`src/core/dtg_defines.svh`:
```
`ifndef DTG_DEFINES_SVH
`define DTG_DEFINES_SVH

// System clock period in picoseconds (200 MHz)
`define DTG_CLK_PERIOD_PS   5000

// Nanosecond minimums, in picoseconds
`define DTG_ACT_TO_ACT_PS   7500
`define DTG_WRITE_REC_PS    15000
`define DTG_WR_TO_RD_PS     7500
`define DTG_RD_TO_PRE_PS    7500
`define DTG_SREF_EXTRA_PS   10000

// Cycle minimums, in link clock cycles
`define DTG_ACT_MIN_CK      2
`define DTG_COL_TO_COL_CK   2
`define DTG_CKE_PULSE_CK    3
`define DTG_SREF_RD_CK      200
`define DTG_PREPD_EXIT_CK   2
`define DTG_ACTPD_FAST_CK   2
`define DTG_SLOW_BASE_667   7
`define DTG_SLOW_BASE_800   8
`define DTG_TERM_TO_PD_CK   3
`define DTG_TERM_PDX_CK     8
`define DTG_MODE_SET_CK     2

// Mode register active power-down exit select bit, and auto-precharge address bit
`define DTG_MR_PDX_BIT      12
`define DTG_AP_BIT          10

// Command pin codes {ras_n, cas_n, we_n}
`define DTG_PIN_NOP         3'h7
`define DTG_PIN_ACT         3'h3
`define DTG_PIN_RD          3'h5
`define DTG_PIN_WR          3'h4
`define DTG_PIN_PRE         3'h2
`define DTG_PIN_REF         3'h1
`define DTG_PIN_MRS         3'h0

// Timer slots
`define DTG_TI_RRD          0
`define DTG_TI_CCD          1
`define DTG_TI_WTR          2
`define DTG_TI_MRD          3
`define DTG_TI_CKE          4
`define DTG_TI_XANY         5
`define DTG_TI_XRD          6
`define DTG_TI_ANPD         7
`define DTG_TI_AXPD         8
`define DTG_TI_ACT0         9
`define DTG_TI_PRE0         13
`define DTG_TI_NUM          17

`endif

```
`src/core/dtg_pkg.sv`:
```
package dtg_pkg;

	typedef enum logic [3:0] {
		DTG_NOP,
		DTG_ACT,
		DTG_RD,
		DTG_WR,
		DTG_PRE,
		DTG_REF,
		DTG_MRS,
		DTG_SREF_IN,
		DTG_PD_IN,
		DTG_EXIT,
		DTG_ODT_ON,
		DTG_ODT_OFF
	} dtg_cmd_t;

	typedef enum logic [1:0] {
		PW_ON,
		PW_SELF,
		PW_PDPRE,
		PW_PDACT
	} dtg_pwr_t;

endpackage : dtg_pkg

```
`src/core/dtg_timer.sv`:
```
`timescale 1ns/100ps

module dtg_timer #(
	parameter int W = 8
) (
	input  wire logic         CLK,
	input  wire logic         SRST,
	input  wire logic         TICK,
	input  wire logic         LOAD,
	input  wire logic [W-1:0] VALUE,
	output logic              ZERO
);

	logic [W-1:0] cnt_ff;

	// Load wins over the countdown; only the countdown waits for a link tick
	always_ff @(posedge CLK) begin
		if (SRST) begin
			cnt_ff <= '0;
		end else if (LOAD) begin
			cnt_ff <= VALUE;
		end else if (TICK && (cnt_ff != '0)) begin
			cnt_ff <= cnt_ff - W'(1);
		end
	end

	assign ZERO = (cnt_ff == '0);

endmodule : dtg_timer

```
`src/core/dtg_guard.sv`:
```
`timescale 1ns/100ps
`include "dtg_defines.svh"

// Summary of operation
// - Activates to different banks are spaced at least 7.5 ns.
// - Column commands are spaced at least 2 link cycles.
// - Write auto-precharge waits write recovery plus precharge before next activate.
// - Reads wait 7.5 ns after the internal end of write data.
// - Precharge waits 7.5 ns after a read to the same bank.
// - Clock enable holds each level at least 3 link cycles.
// - Self-refresh exit waits refresh cycle plus 10 ns before non-read commands.
// - Self-refresh exit waits 200 link cycles before a read.
// - Precharge power-down exit waits 2 link cycles before any command.
// - Active power-down exit: 2 cycles fast, 7-AL or 8-AL slow, before read.
// - Termination changes precede power-down entry by at least 3 cycles.
// - Termination changes wait 8 cycles after power-down exit.
// - Mode register set is followed by 2 cycles before next command.
// - Link clock keeps running after clock enable drops.
// - Mode register bit 12 selects fast or slow active power-down exit.
// - Activate spacing is never below two link cycles.
// - Read to precharge is at least AL plus half burst, and the 7.5 ns.
module dtg_guard
	import dtg_pkg::*;
#(
	parameter int CK_DIV    = 2,
	parameter int CL        = 5,
	parameter int AL        = 0,
	parameter int BL        = 4,
	parameter bit SPEED_800 = 1'b1,
	parameter int RFC_PS    = 75000,
	parameter int RP_PS     = 15000
) (
	// Clock and reset
	input  wire logic        CLK,
	input  wire logic        SRST,
	// Command request
	input  wire logic        REQ_VALID,
	input  wire dtg_cmd_t    REQ_CMD,
	input  wire logic [1:0]  REQ_BANK,
	input  wire logic [12:0] REQ_ADDR,
	output logic             REQ_READY,
	output logic             REQ_DONE,
	output logic             REQ_ERR,
	// Memory pins
	output logic             DDR_CK,
	output logic             DDR_CKE,
	output logic             DDR_CS_N,
	output logic             DDR_RAS_N,
	output logic             DDR_CAS_N,
	output logic             DDR_WE_N,
	output logic [1:0]       DDR_BA,
	output logic [12:0]      DDR_ADDR,
	output logic             DDR_ODT
);

	localparam int TCK_PS = `DTG_CLK_PERIOD_PS * CK_DIV;

	function automatic int ceil_ck(input int ps);
		int n;
		n = (ps + TCK_PS - 1) / TCK_PS;
		return (n < 1) ? 1 : n;
	endfunction : ceil_ck

	function automatic int imax(input int a, input int b);
		return (a > b) ? a : b;
	endfunction : imax

	localparam int C_RRD   = imax(ceil_ck(`DTG_ACT_TO_ACT_PS), `DTG_ACT_MIN_CK);
	localparam int C_WR    = ceil_ck(`DTG_WRITE_REC_PS);
	localparam int C_RP    = ceil_ck(RP_PS);
	localparam int C_WL    = AL + CL - 1;
	localparam int C_BL2   = BL / 2;
	localparam int C_WTR   = C_WL + C_BL2 + ceil_ck(`DTG_WR_TO_RD_PS);
	localparam int C_RTP   = imax(AL + C_BL2, ceil_ck(`DTG_RD_TO_PRE_PS));
	localparam int C_RFC   = ceil_ck(RFC_PS);
	localparam int C_XSNR  = ceil_ck(RFC_PS + `DTG_SREF_EXTRA_PS);
	localparam int C_SLOWB = SPEED_800 ? `DTG_SLOW_BASE_800 : `DTG_SLOW_BASE_667;
	localparam int C_XARDS = imax(C_SLOWB - AL, 1);

	// Divider and tick
	logic [7:0] div_ff;
	logic [7:0] nxt_div;
	logic       tick;
	logic       ck_ff;

	// Held request
	logic        pend_ff;
	dtg_cmd_t    p_cmd_ff;
	logic [1:0]  p_bank_ff;
	logic [12:0] p_addr_ff;
	logic        rdy_ff;
	logic        done_ff;
	logic        err_ff;

	// Power and mode state
	dtg_pwr_t   pwr_ff;
	logic [3:0] open_ff;
	logic       slow_exit_ff;

	// Pin registers
	logic        cke_ff;
	logic        cs_n_ff;
	logic [2:0]  pins_ff;
	logic [1:0]  ba_ff;
	logic [12:0] addr_ff;
	logic        odt_ff;

	// Timers
	logic [`DTG_TI_NUM-1:0] tz;
	logic [`DTG_TI_NUM-1:0] ld_en;
	logic [7:0]             ld_val [`DTG_TI_NUM];

	logic state_ok;
	logic time_ok;
	logic issue;
	logic drop;
	logic take;
	logic ap;

	assign tick = (div_ff == 8'(CK_DIV - 1));
	assign nxt_div = tick ? 8'h00 : div_ff + 8'h01;
	assign ap = p_addr_ff[`DTG_AP_BIT];

	// Free-running link clock; commands change on its falling edge
	always_ff @(posedge CLK) begin
		if (SRST) begin
			div_ff <= 8'h00;
			ck_ff  <= 1'b0;
		end else begin
			div_ff <= nxt_div;
			ck_ff  <= (nxt_div >= 8'(CK_DIV / 2));
		end
	end

	generate
		for (genvar gi = 0; gi < `DTG_TI_NUM; gi++) begin : g_tim
			dtg_timer #(.W(8)) u_tim (
				.CLK   (CLK),
				.SRST  (SRST),
				.TICK  (tick),
				.LOAD  (ld_en[gi]),
				.VALUE (ld_val[gi]),
				.ZERO  (tz[gi])
			);
		end
	endgenerate

	always_comb begin
		if (pwr_ff == PW_ON) begin
			state_ok = (p_cmd_ff != DTG_EXIT);
		end else begin
			state_ok = (p_cmd_ff inside {DTG_EXIT, DTG_NOP, DTG_ODT_ON, DTG_ODT_OFF});
		end
	end

	always_comb begin
		case (p_cmd_ff)
			DTG_ACT:     time_ok = tz[`DTG_TI_XANY] && tz[`DTG_TI_MRD] && tz[`DTG_TI_RRD]
			                       && tz[`DTG_TI_ACT0 + p_bank_ff];
			DTG_RD:      time_ok = tz[`DTG_TI_XRD] && tz[`DTG_TI_MRD] && tz[`DTG_TI_CCD]
			                       && tz[`DTG_TI_WTR];
			DTG_WR:      time_ok = tz[`DTG_TI_XANY] && tz[`DTG_TI_MRD] && tz[`DTG_TI_CCD];
			DTG_PRE:     time_ok = tz[`DTG_TI_XANY] && tz[`DTG_TI_MRD]
			                       && (ap ? (&tz[`DTG_TI_PRE0 +: 4])
			                              : tz[`DTG_TI_PRE0 + p_bank_ff]);
			DTG_REF,
			DTG_MRS:     time_ok = tz[`DTG_TI_XANY] && tz[`DTG_TI_MRD];
			DTG_SREF_IN,
			DTG_PD_IN:   time_ok = tz[`DTG_TI_XANY] && tz[`DTG_TI_MRD] && tz[`DTG_TI_CKE]
			                       && tz[`DTG_TI_ANPD];
			DTG_EXIT:    time_ok = tz[`DTG_TI_CKE];
			DTG_ODT_ON,
			DTG_ODT_OFF: time_ok = tz[`DTG_TI_AXPD];
			default:     time_ok = 1'b1;
		endcase
	end

	assign issue = tick && pend_ff && state_ok && time_ok;
	assign drop  = tick && pend_ff && !state_ok;
	assign take  = REQ_VALID && rdy_ff;

	// Timer loads for the command being issued
	always_comb begin
		ld_en = '0;
		for (int i = 0; i < `DTG_TI_NUM; i++) begin
			ld_val[i] = 8'h00;
		end
		if (issue) begin
			case (p_cmd_ff)
				DTG_ACT: begin
					ld_en[`DTG_TI_RRD]  = 1'b1;
					ld_val[`DTG_TI_RRD] = 8'(C_RRD);
				end
				DTG_RD: begin
					ld_en[`DTG_TI_CCD]              = 1'b1;
					ld_val[`DTG_TI_CCD]             = 8'(`DTG_COL_TO_COL_CK);
					ld_en[`DTG_TI_PRE0 + p_bank_ff]  = 1'b1;
					ld_val[`DTG_TI_PRE0 + p_bank_ff] = 8'(C_RTP);
					if (ap) begin
						ld_en[`DTG_TI_ACT0 + p_bank_ff]  = 1'b1;
						ld_val[`DTG_TI_ACT0 + p_bank_ff] = 8'(C_RTP + C_RP);
					end
				end
				DTG_WR: begin
					ld_en[`DTG_TI_CCD]              = 1'b1;
					ld_val[`DTG_TI_CCD]             = 8'(`DTG_COL_TO_COL_CK);
					ld_en[`DTG_TI_WTR]              = 1'b1;
					ld_val[`DTG_TI_WTR]             = 8'(C_WTR);
					ld_en[`DTG_TI_PRE0 + p_bank_ff]  = 1'b1;
					ld_val[`DTG_TI_PRE0 + p_bank_ff] = 8'(C_WL + C_BL2 + C_WR);
					if (ap) begin
						ld_en[`DTG_TI_ACT0 + p_bank_ff]  = 1'b1;
						ld_val[`DTG_TI_ACT0 + p_bank_ff] = 8'(C_WL + C_BL2 + C_WR + C_RP);
					end
				end
				DTG_REF: begin
					ld_en[`DTG_TI_XANY]  = 1'b1;
					ld_val[`DTG_TI_XANY] = 8'(C_RFC);
				end
				DTG_MRS: begin
					ld_en[`DTG_TI_MRD]  = 1'b1;
					ld_val[`DTG_TI_MRD] = 8'(`DTG_MODE_SET_CK);
				end
				DTG_SREF_IN,
				DTG_PD_IN: begin
					ld_en[`DTG_TI_CKE]  = 1'b1;
					ld_val[`DTG_TI_CKE] = 8'(`DTG_CKE_PULSE_CK);
				end
				DTG_EXIT: begin
					ld_en[`DTG_TI_CKE]   = 1'b1;
					ld_val[`DTG_TI_CKE]  = 8'(`DTG_CKE_PULSE_CK);
					ld_en[`DTG_TI_AXPD]  = 1'b1;
					ld_val[`DTG_TI_AXPD] = 8'(`DTG_TERM_PDX_CK);
					ld_en[`DTG_TI_XANY]  = 1'b1;
					ld_en[`DTG_TI_XRD]   = 1'b1;
					if (pwr_ff == PW_SELF) begin
						ld_val[`DTG_TI_XANY] = 8'(C_XSNR);
						ld_val[`DTG_TI_XRD]  = 8'(`DTG_SREF_RD_CK);
					end else if (pwr_ff == PW_PDACT) begin
						ld_val[`DTG_TI_XANY] = 8'(`DTG_PREPD_EXIT_CK);
						ld_val[`DTG_TI_XRD]  = slow_exit_ff ? 8'(C_XARDS)
						                                    : 8'(`DTG_ACTPD_FAST_CK);
					end else begin
						ld_val[`DTG_TI_XANY] = 8'(`DTG_PREPD_EXIT_CK);
						ld_val[`DTG_TI_XRD]  = 8'(`DTG_PREPD_EXIT_CK);
					end
				end
				DTG_ODT_ON,
				DTG_ODT_OFF: begin
					ld_en[`DTG_TI_ANPD]  = 1'b1;
					ld_val[`DTG_TI_ANPD] = 8'(`DTG_TERM_TO_PD_CK);
				end
				default: begin
				end
			endcase
		end
	end

	// One held request; ready mirrors the empty slot
	always_ff @(posedge CLK) begin
		if (SRST) begin
			pend_ff   <= 1'b0;
			rdy_ff    <= 1'b1;
			p_cmd_ff  <= DTG_NOP;
			p_bank_ff <= 2'h0;
			p_addr_ff <= 13'h0000;
			done_ff   <= 1'b0;
			err_ff    <= 1'b0;
		end else begin
			done_ff <= issue;
			err_ff  <= drop;
			if (issue || drop) begin
				pend_ff <= 1'b0;
				rdy_ff  <= 1'b1;
			end else if (take) begin
				pend_ff   <= 1'b1;
				rdy_ff    <= 1'b0;
				p_cmd_ff  <= REQ_CMD;
				p_bank_ff <= REQ_BANK;
				p_addr_ff <= REQ_ADDR;
			end
		end
	end

	// Power state, open banks and exit mode
	always_ff @(posedge CLK) begin
		if (SRST) begin
			pwr_ff       <= PW_ON;
			open_ff      <= 4'h0;
			slow_exit_ff <= 1'b0;
		end else if (issue) begin
			case (p_cmd_ff)
				DTG_ACT:     open_ff[p_bank_ff] <= 1'b1;
				DTG_RD,
				DTG_WR:      if (ap) open_ff[p_bank_ff] <= 1'b0;
				DTG_PRE:     if (ap) open_ff <= 4'h0; else open_ff[p_bank_ff] <= 1'b0;
				DTG_MRS:     if (p_bank_ff == 2'h0) slow_exit_ff <= p_addr_ff[`DTG_MR_PDX_BIT];
				DTG_SREF_IN: pwr_ff <= PW_SELF;
				DTG_PD_IN:   pwr_ff <= (open_ff != 4'h0) ? PW_PDACT : PW_PDPRE;
				DTG_EXIT:    pwr_ff <= PW_ON;
				default:     pwr_ff <= pwr_ff;
			endcase
		end
	end

	// Pins: NOP unless a command goes out this link cycle
	always_ff @(posedge CLK) begin
		if (SRST) begin
			cke_ff  <= 1'b1;
			cs_n_ff <= 1'b1;
			pins_ff <= `DTG_PIN_NOP;
			ba_ff   <= 2'h0;
			addr_ff <= 13'h0000;
			odt_ff  <= 1'b0;
		end else if (tick) begin
			cs_n_ff <= !issue;
			pins_ff <= `DTG_PIN_NOP;
			if (issue) begin
				ba_ff   <= p_bank_ff;
				addr_ff <= p_addr_ff;
				case (p_cmd_ff)
					DTG_ACT:     pins_ff <= `DTG_PIN_ACT;
					DTG_RD:      pins_ff <= `DTG_PIN_RD;
					DTG_WR:      pins_ff <= `DTG_PIN_WR;
					DTG_PRE:     pins_ff <= `DTG_PIN_PRE;
					DTG_REF:     pins_ff <= `DTG_PIN_REF;
					DTG_MRS:     pins_ff <= `DTG_PIN_MRS;
					DTG_SREF_IN: begin
						pins_ff <= `DTG_PIN_REF;
						cke_ff  <= 1'b0;
					end
					DTG_PD_IN:   cke_ff <= 1'b0;
					DTG_EXIT:    cke_ff <= 1'b1;
					DTG_ODT_ON:  odt_ff <= 1'b1;
					DTG_ODT_OFF: odt_ff <= 1'b0;
					default:     pins_ff <= `DTG_PIN_NOP;
				endcase
			end
		end
	end

	assign REQ_READY = rdy_ff;
	assign REQ_DONE  = done_ff;
	assign REQ_ERR   = err_ff;
	assign DDR_CK    = ck_ff;
	assign DDR_CKE   = cke_ff;
	assign DDR_CS_N  = cs_n_ff;
	assign DDR_RAS_N = pins_ff[2];
	assign DDR_CAS_N = pins_ff[1];
	assign DDR_WE_N  = pins_ff[0];
	assign DDR_BA    = ba_ff;
	assign DDR_ADDR  = addr_ff;
	assign DDR_ODT   = odt_ff;

endmodule : dtg_guard

```
`config.mk`:
```
export PLATFORM = sky130hd
export DESIGN_NAME = dtg_guard
export DESIGN_NICKNAME = d
export VERILOG_FILES = /design/src/core/dtg_pkg.sv /design/src/core/dtg_timer.sv /design/src/core/dtg_guard.sv
export VERILOG_INCLUDE_DIRS = /design/src /design/src/core
export SDC_FILE = /design/constraint.sdc
export NUM_CORES = 1
export LEC_CHECK = 0
export ABC_AREA = 0
export BUFFER_PORTS_ARGS = -buffer_cell sky130_fd_sc_hd__buf_2
export CAP_MARGIN = 20
export CORE_ASPECT_RATIO = 1.25
export CORE_MARGIN = 1
export CORE_UTILIZATION = 40
export CTS_BUF_LIST = sky130_fd_sc_hd__clkbuf_8
export CTS_CLUSTER_SIZE = 12
export DETAILED_ROUTE_END_ITERATION = 10
export PLACE_DENSITY = 0.66
export SYNTH_ARGS = -nofsm -noshare
export SYNTH_HDL_FRONTEND = slang
export SYNTH_SLANG_ARGS = --single-unit
```
`constraint.sdc`:
```
create_clock -name CLK -period 9.03 [get_ports CLK]
set_clock_uncertainty 0.15 [all_clocks]
set_input_delay 1.3545 -clock CLK [delete_from_list [all_inputs] [get_ports CLK]]
set_output_delay 1.3545 -clock CLK [all_outputs]
set_load 0.02 [all_outputs]
```
* Word-level counts from Yosys, hierarchy flattened
Index checks and enable logic that the tools add are counted.
Storage, ports and cells: flip-flop bits (word level) 196, bits of input ports 22, output and inout bits 25
Cells by class: add/sub/neg operators 20, order comparisons 11, equality and inequality tests 16, muxes and demuxes 88, bitwise logic cells 14, reductions and logical operators 116
Operators by type and width (number):
- 136-bit 2-to-1 mux | 3
- 8-bit 2-to-1 mux | 37
- 8-bit one-hot mux with 3 select lines | 6
- 8-bit logical NOT | 17
- 8-bit nonzero test | 17
- 8-bit by 1-bit subtractor with 8-bit output, second input constant | 17
- 64-bit one-hot mux with 2 select lines | 1
- 114-bit by 119-bit AND with 119-bit output | 1
- 119-bit NOT | 1
- 86-bit by 102-bit AND with 102-bit output | 1
- 102-bit NOT | 1
- 8-bit demux with 5-bit select | 2
- 33-bit by 6-bit greater-or-equal comparator with 1-bit output, second input constant | 2
- 33-bit by 1-bit less-than comparator with 1-bit output, second input constant | 2
- 5-bit NOT with 33-bit output | 2
- 32-bit by 1-bit greater-or-equal comparator with 1-bit output, second input constant | 2
- 32-bit by 6-bit less-than comparator with 1-bit output, second input constant | 2
- 17-bit 2-to-1 mux | 3
- 2-bit nonzero test | 19
- 1-bit logical AND | 37
- 17-bit bitwise OR | 2
- 34-bit bitwise OR | 1
- 16-bit one-hot mux with 2 select lines | 1
- 8-bit one-hot mux with 4 select lines | 1
- 44 further kinds | 87

* Depth between registers and ports, before layout
depth in word-level cells 12, mapped depth 13, depth with buffers taken out 10

* By module
Synthesis repeated with hierarchy kept, for this count alone.
Unflattened totals: cells, all modules 1440, area total of the unflattened synthesis 12369.4 µm²
Modules (own cells, without submodules):
- dtg_timer | times used 17, cells an instance 59, area an instance 515.5 µm²
- dtg_guard | times used 1, cells an instance 437, area an instance 3606.0 µm²

* Worst setup path after synthesis
No wires, ideal clock.
kind register -> register, start register p_bank_ff[0], end register p_addr_ff[10], library setup time 0.128 ns, arrival 2.776 ns, required time 8.752 ns, path slack 5.977 ns, stages on the path, launching flop included 14, path through dfxtp_1 > buf_2 > inv_1 > ha_1 > clkbuf_1 > nor3_1 > a41o_1 > a311oi_1 > nand2_1 > o41ai_2 > buf_6 > buf_12 > mux2i_1 > nor2_1
Between the ends: word-level cells in the longest chain between the ends 10, elaborated cells on any way between the ends 14, those cells by class 2 x add/sub; 6 x mux; 1 x bitwise; 5 x reduce/logical
RTL lines:
- from (decl) | RTL line dtg_guard.sv:89 | logic [1:0] p_bank_ff;
- from (signal assigned) | RTL line dtg_guard.sv:265 | p_bank_ff <= 2'h0;
- from (signal assigned) | RTL line dtg_guard.sv:279 | p_bank_ff <= REQ_BANK;
- 4-bit by 2-bit adder with 5-bit output (no source line)
- 1-bit binary-select mux with 5-bit select | RTL line dtg_guard.sv:165 | : tz[`DTG_TI_PRE0 + p_bank_ff]);
- 1-bit 2-to-1 mux | RTL line dtg_guard.sv:165
- 1-bit 2-to-1 mux | RTL line dtg_guard.sv:164 | && (ap ? (&tz[`DTG_TI_PRE0 +: 4])
- 1-bit logical AND | RTL line dtg_guard.sv:163 | DTG_PRE: time_ok = tz[`DTG_TI_XANY] && tz[`DTG_TI_MRD]
- 1-bit one-hot mux with 8 select lines (*) | RTL line dtg_guard.sv:157 | case (p_cmd_ff)
- 1-bit logical AND (*) | RTL line dtg_guard.sv:178 | assign issue = tick && pend_ff && state_ok && time_ok;
- 1-bit logical OR (*) | RTL line dtg_guard.sv:272 | if (issue || drop) begin
- 1-bit NOT (no source line) (*)
- 2-bit AND reduction (no source line) (*)
- to (signal assigned) | RTL line dtg_guard.sv:266 | p_addr_ff <= 13'h0000;
- to (signal assigned) | RTL line dtg_guard.sv:280 | p_addr_ff <= REQ_ADDR;
- to (decl) | RTL line dtg_guard.sv:90 | logic [12:0] p_addr_ff;
Mark *: on every way between the ends. The rest lies on a longest branch, timed or not. The select of a mux whose other input is x is not followed. A chain may end at the register's enable or synchronous reset.

* Worst setup path in the final report
start register p_bank_ff[0], end register g_tim[9].u_tim.cnt_ff[2]
Between the ends: word-level cells in the longest chain between the ends 12, elaborated cells on any way between the ends 41, those cells by class 2 x add/sub; 6 x order compare; 21 x mux; 5 x bitwise; 7 x reduce/logical
RTL lines:
- 4-bit by 2-bit adder with 5-bit output (no source line)
- 5-bit NOT with 33-bit output | RTL line dtg_guard.sv:201, dtg_guard.sv:213
- 33-bit by 6-bit greater-or-equal comparator with 1-bit output or 33-bit by 1-bit less-than comparator with 1-bit output (tied branches) | RTL line dtg_guard.sv:201, dtg_guard.sv:213
- 1-bit logical AND | RTL line dtg_guard.sv:201, dtg_guard.sv:213
- 8-bit 2-to-1 mux | RTL line dtg_guard.sv:201, dtg_guard.sv:213
- 8-bit demux with 5-bit select | RTL line dtg_guard.sv:201, dtg_guard.sv:213
- 102-bit NOT (no source line)
- 86-bit by 102-bit AND with 102-bit output (no source line)
- 136-bit 2-to-1 mux | RTL line dtg_guard.sv:211 | if (ap) begin
- 64-bit one-hot mux with 2 select lines | RTL line dtg_guard.sv:189 | case (p_cmd_ff)
- 136-bit 2-to-1 mux | RTL line dtg_guard.sv:188 | if (issue) begin
- 8-bit 2-to-1 mux | RTL line dtg_timer.sv:20 | end else if (LOAD) begin
- to (signal assigned) | RTL line dtg_timer.sv:23 | cnt_ff <= cnt_ff - W'(1);
- to (decl) | RTL line dtg_timer.sv:14 | logic [W-1:0] cnt_ff;
Parallel ways exist; a longest one is shown, timed or not. The select of a mux whose other input is x is not followed.

==> summary.txt <==
Route
  – Routed vias/inst: 5.23
  – Antenna Violating Nets Remaining: 0
  – DRC: 0
  – DR vias: 7933
  – DRT Wirelength: 21900 um
  – Wire per inst: 14.5 um
  – DRT iter0 DRCs: 367
  – Detailed Routing Iterations Pass 1: 5

Layout
  – Antenna Cells: 0
  – Fin nets: ~1200
  – Fillers: 2391
  – Post-layout util: 0.450
  – Layout area overhead: 9.74%
  – Share of post-route cells with drive strength above 1: 0.102

Synthesis
  – Post-synthesis compound-gate area fraction: 0.105
  – Yosys reg bits: 196
  – Most used flip-flop cell after synthesis: dfxtp_1
  – Mux contribution to synthesized area: 0.0394
  – Post-Synthesis Cells: 1155
  – Register area share after synthesis: 0.402
  – Yosys Warn Count: 0
  – Syn nets: 1216
  – Asr flop ratio synth: 0
  – EDFF count, synth: 0
  – Synth Area in Simple Gates: 0.257
  – Post-Synth Adder-Cell Area: 0.0500
  – Syn_area_per_cell: between 8 and 9 sq um
  – Largest family of logic cells by synthesized area: simple AND/OR/NAND/NOR gates
  – Synth unique cells: between 70 and 80
  – Synthesized cell area: approximately 9800 sq um
  – Post-Synth XOR/XNOR Area: 0.102

Min path
  – Min-delay worst type: flop to flop

Flow run
  – Number of max-cap violations: 0

STA
  – Worst Max-Slew Pin Slew: 0.823 ns
  – Fin Hold WS: 0.298 ns
  – Highest Clock Rate: 256 MHz
  – Max-slew violations: 0
  – Relative slew slack: 0.437
  – RSZ-0062 raised after global routing: no
  – Total negative slack: 0 ns
  – Min Tclk post-route: 3.90 ns
  – Count of final hold-check violations: 0
  – Final setup vio count: 0
  – Fin crit share: 0.432

Worst setup path
  – CP max-delay cell: dfxtp_1
  – Crit path kind: flop to flop
  – Setup crit end kind: flop
  – CP Max Fanout: 33
  – Cells along the critical path: inv_1 > ha_1 > nor3_1 > a41o_1 > a311oi_1 > a21oi_1 > o21ai_4 > buf_4 > nor2_1 > mux2_2
  – Critical Path Max Stage Delay: just under 0.7 ns
  – WP data required: 9.26 ns
  – Arrival @ worst endpoint: 4.13 ns
  – CP Launch Type: flop

Clock network
  – H-Tree Depth: 4
  – Total CTS buffers: 17
  – Clk Latency, worst-skew pair: 0.48 ns
  – Clock transition at path regs: about 0.1 ns
  – Setup Buffers After CTS: 0
  – Post-CTS Resized: 0
  – Clk buf depth: 2
  – Post-cts hold buffer count: 0
  – CTS Sinks: 196
  – CTS tree: built
  – Clock Tree Root: clkbuf_8

Placement
  – Detailed placer's ending HPWL: 15400 um
  – Port buffer count: 46
  – Gpl congestion: 0.873

Power
  – Tot Pwr: 3.70 mW
  – Leak: just over 4 nW
  – Psw: between 1.5 and 2 mW
  – Power share of the combinational group: 0.454
  – Clock Power Share: 0.181
  – Sequential share of power: 0.366
  – Switching share of total power: 0.412
  – PD cells: 346 nW/um^2
  – Internal Power: 2.18 mW
  – Max VDD drop: around 0.00012 V

Die
  – Core area: 23800 sq um
  – FP Rows: 63
  – Ports: 47
  – Chip height: 177 um
  – Starting Density: 0.410
  – Die width: 142 um
  – Die ar.: between 20000 and 30000 sq um

GRT
  – Largest net degree at the start of global routing: between 50 and 60
  – Vias in the first global route: 7641
  – First-pass GRT wire length: ~36000 um
  – Tot GR Track Use: 0.181
  – Gr ovfl total: 0
  – Initial antenna violation count: 0

Status
  – Outcome: finished clean
metrics by stage:
step	setup slack (ns)	cell area (sq um)	cells
3_3_place_gp	5.39	10200	1484
5_1_grt	4.91	10700	1516
6_report	5.13	10700	1516
3_5_place_dp	5.20	10200	1484
2_1_floorplan	5.98	9760	1155
4_1_cts	5.18	10700	1516
worst max-delay path: cells and delay by family, from the launching register on:
family / cells / cell delay [ns]
and+or+nand+nor: 2 / 0.24
buffers and inverters: 2 / 0.68
DFF: 1 / 0.69
adders and majority gates: 1 / 0.52
AOI/OAI and AO/OA: 4 / 1.20
muxes: 1 / 0.30
power by group through the flow:
stage	clock network (mW)	registers, mW	logic [mW]
6_report	0.669	1.35	1.68
5_1_grt	0.717	1.39	1.89
4_1_cts	0.686	1.35	1.69
3_5_place_dp	0	1.37	1.67
3_3_place_gp	0	1.37	1.65
2_1_floorplan	0	1.31	1.37
worst paths after layout:
kind / from / slack, ns / endpoint / depth (start not counted)
max: p_bank_ff[0] / 5.13 / g_tim[9].u_tim.cnt_ff[2] / 10
min: p_addr_ff[5] / 0.30 / DDR_ADDR[5] / 2
max reg2reg: p_bank_ff[0] / 5.13 / g_tim[9].u_tim.cnt_ff[2] / 10
min reg2reg: p_addr_ff[5] / 0.30 / DDR_ADDR[5] / 2
kinds of logic (layout without fill, tap and decap cells):
kind of cell / Yosys count / in the layout
muxes: 36 / 36
AOI/OAI and AO/OA: 149 / 149
DFF: 196 / 196
buffers and inverters: 98 / 134
adders and majority gates: 39 / 39
and+or+nand+nor: 523 / 523
xor gates and xnor gates: 114 / 114
cells in the mapped netlist, drive strengths merged (26+ instances only):
master,instances,share of area
a21oi,57,0.030
clkbuf,27,0.011
dfxtp,196,0.40
ha,39,0.050
inv,47,0.018
mux2i,26,0.027
nand2,108,0.042
nand3,48,0.025
nor2,182,0.070
nor3,56,0.030
nor4,35,0.025
o21ai,26,0.014
xnor2,49,0.044
xor2,65,0.058
metal layers:
layer | vias up | global-route usage | part of all wire
met5 | - | 0 | 0
met4 | 0 | 0.0923 | 0.036
met3 | 52 | 0.0363 | 0.041
met2 | 165 | 0.318 | 0.49
met1 | 3705 | 0.209 | 0.43
li1 | 4011 | - | -
state kept, by name, summed over array words and instances, names as in the netlist:
name / count
DDR_ADDR: 13
DDR_BA: 2
DDR_CK: 1
DDR_CKE: 1
DDR_CS_N: 1
DDR_ODT: 1
REQ_DONE: 1
REQ_ERR: 1
REQ_READY: 1
div_ff: 8
g_tim.u_tim.cnt_ff: 136
open_ff: 4
p_addr_ff: 13
p_bank_ff: 2
p_cmd_ff: 4
pend_ff: 1
pins_ff: 3
pwr_ff: 2
slow_exit_ff: 1
layout by cell type (no fill, tap or decap), types with 6 or more instances in the layout:
cell      synthesis  layout
o31ai_1          12      12
inv_1            47      47
nand2_1         108     108
o21ai_1           9       9
xor2_1           65      65
mux2i_1          26      26
nor2_1          182     182
buf_2            16      45
nand3_1          48      48
a21oi_1          56      56
and2_1            7       7
nor4_1           31      31
or3_1            18      18
and3_1           15      15
ha_1             39      39
dfxtp_1         196     196
nor2b_1           8       8
nor3b_1           7       7
buf_4             4      10
o211ai_1          6       6
nand4_1          12      12
nor3_1           54      54
clkbuf_8          0      19
mux2_2            8       8
o21ai_0          16      16
xnor2_1          49      49
cell type report:
| type | instances | area [sq um] | area share |
|---|---|---|---|
| multi-input combinational | 861 | 5430 | 0.507 |
| sequential | 196 | 3920 | 0.366 |
| tap | 325 | 407 | 0.0380 |
| timing repair buffer | 55 | 300 | 0.0280 |
| clock buffer | 19 | 262 | 0.0244 |
| clock inverter | 13 | 215 | 0.0201 |
| inverter | 47 | 176 | 0.0165 |
No activity file was read; power rests on OpenSTA's default activity.
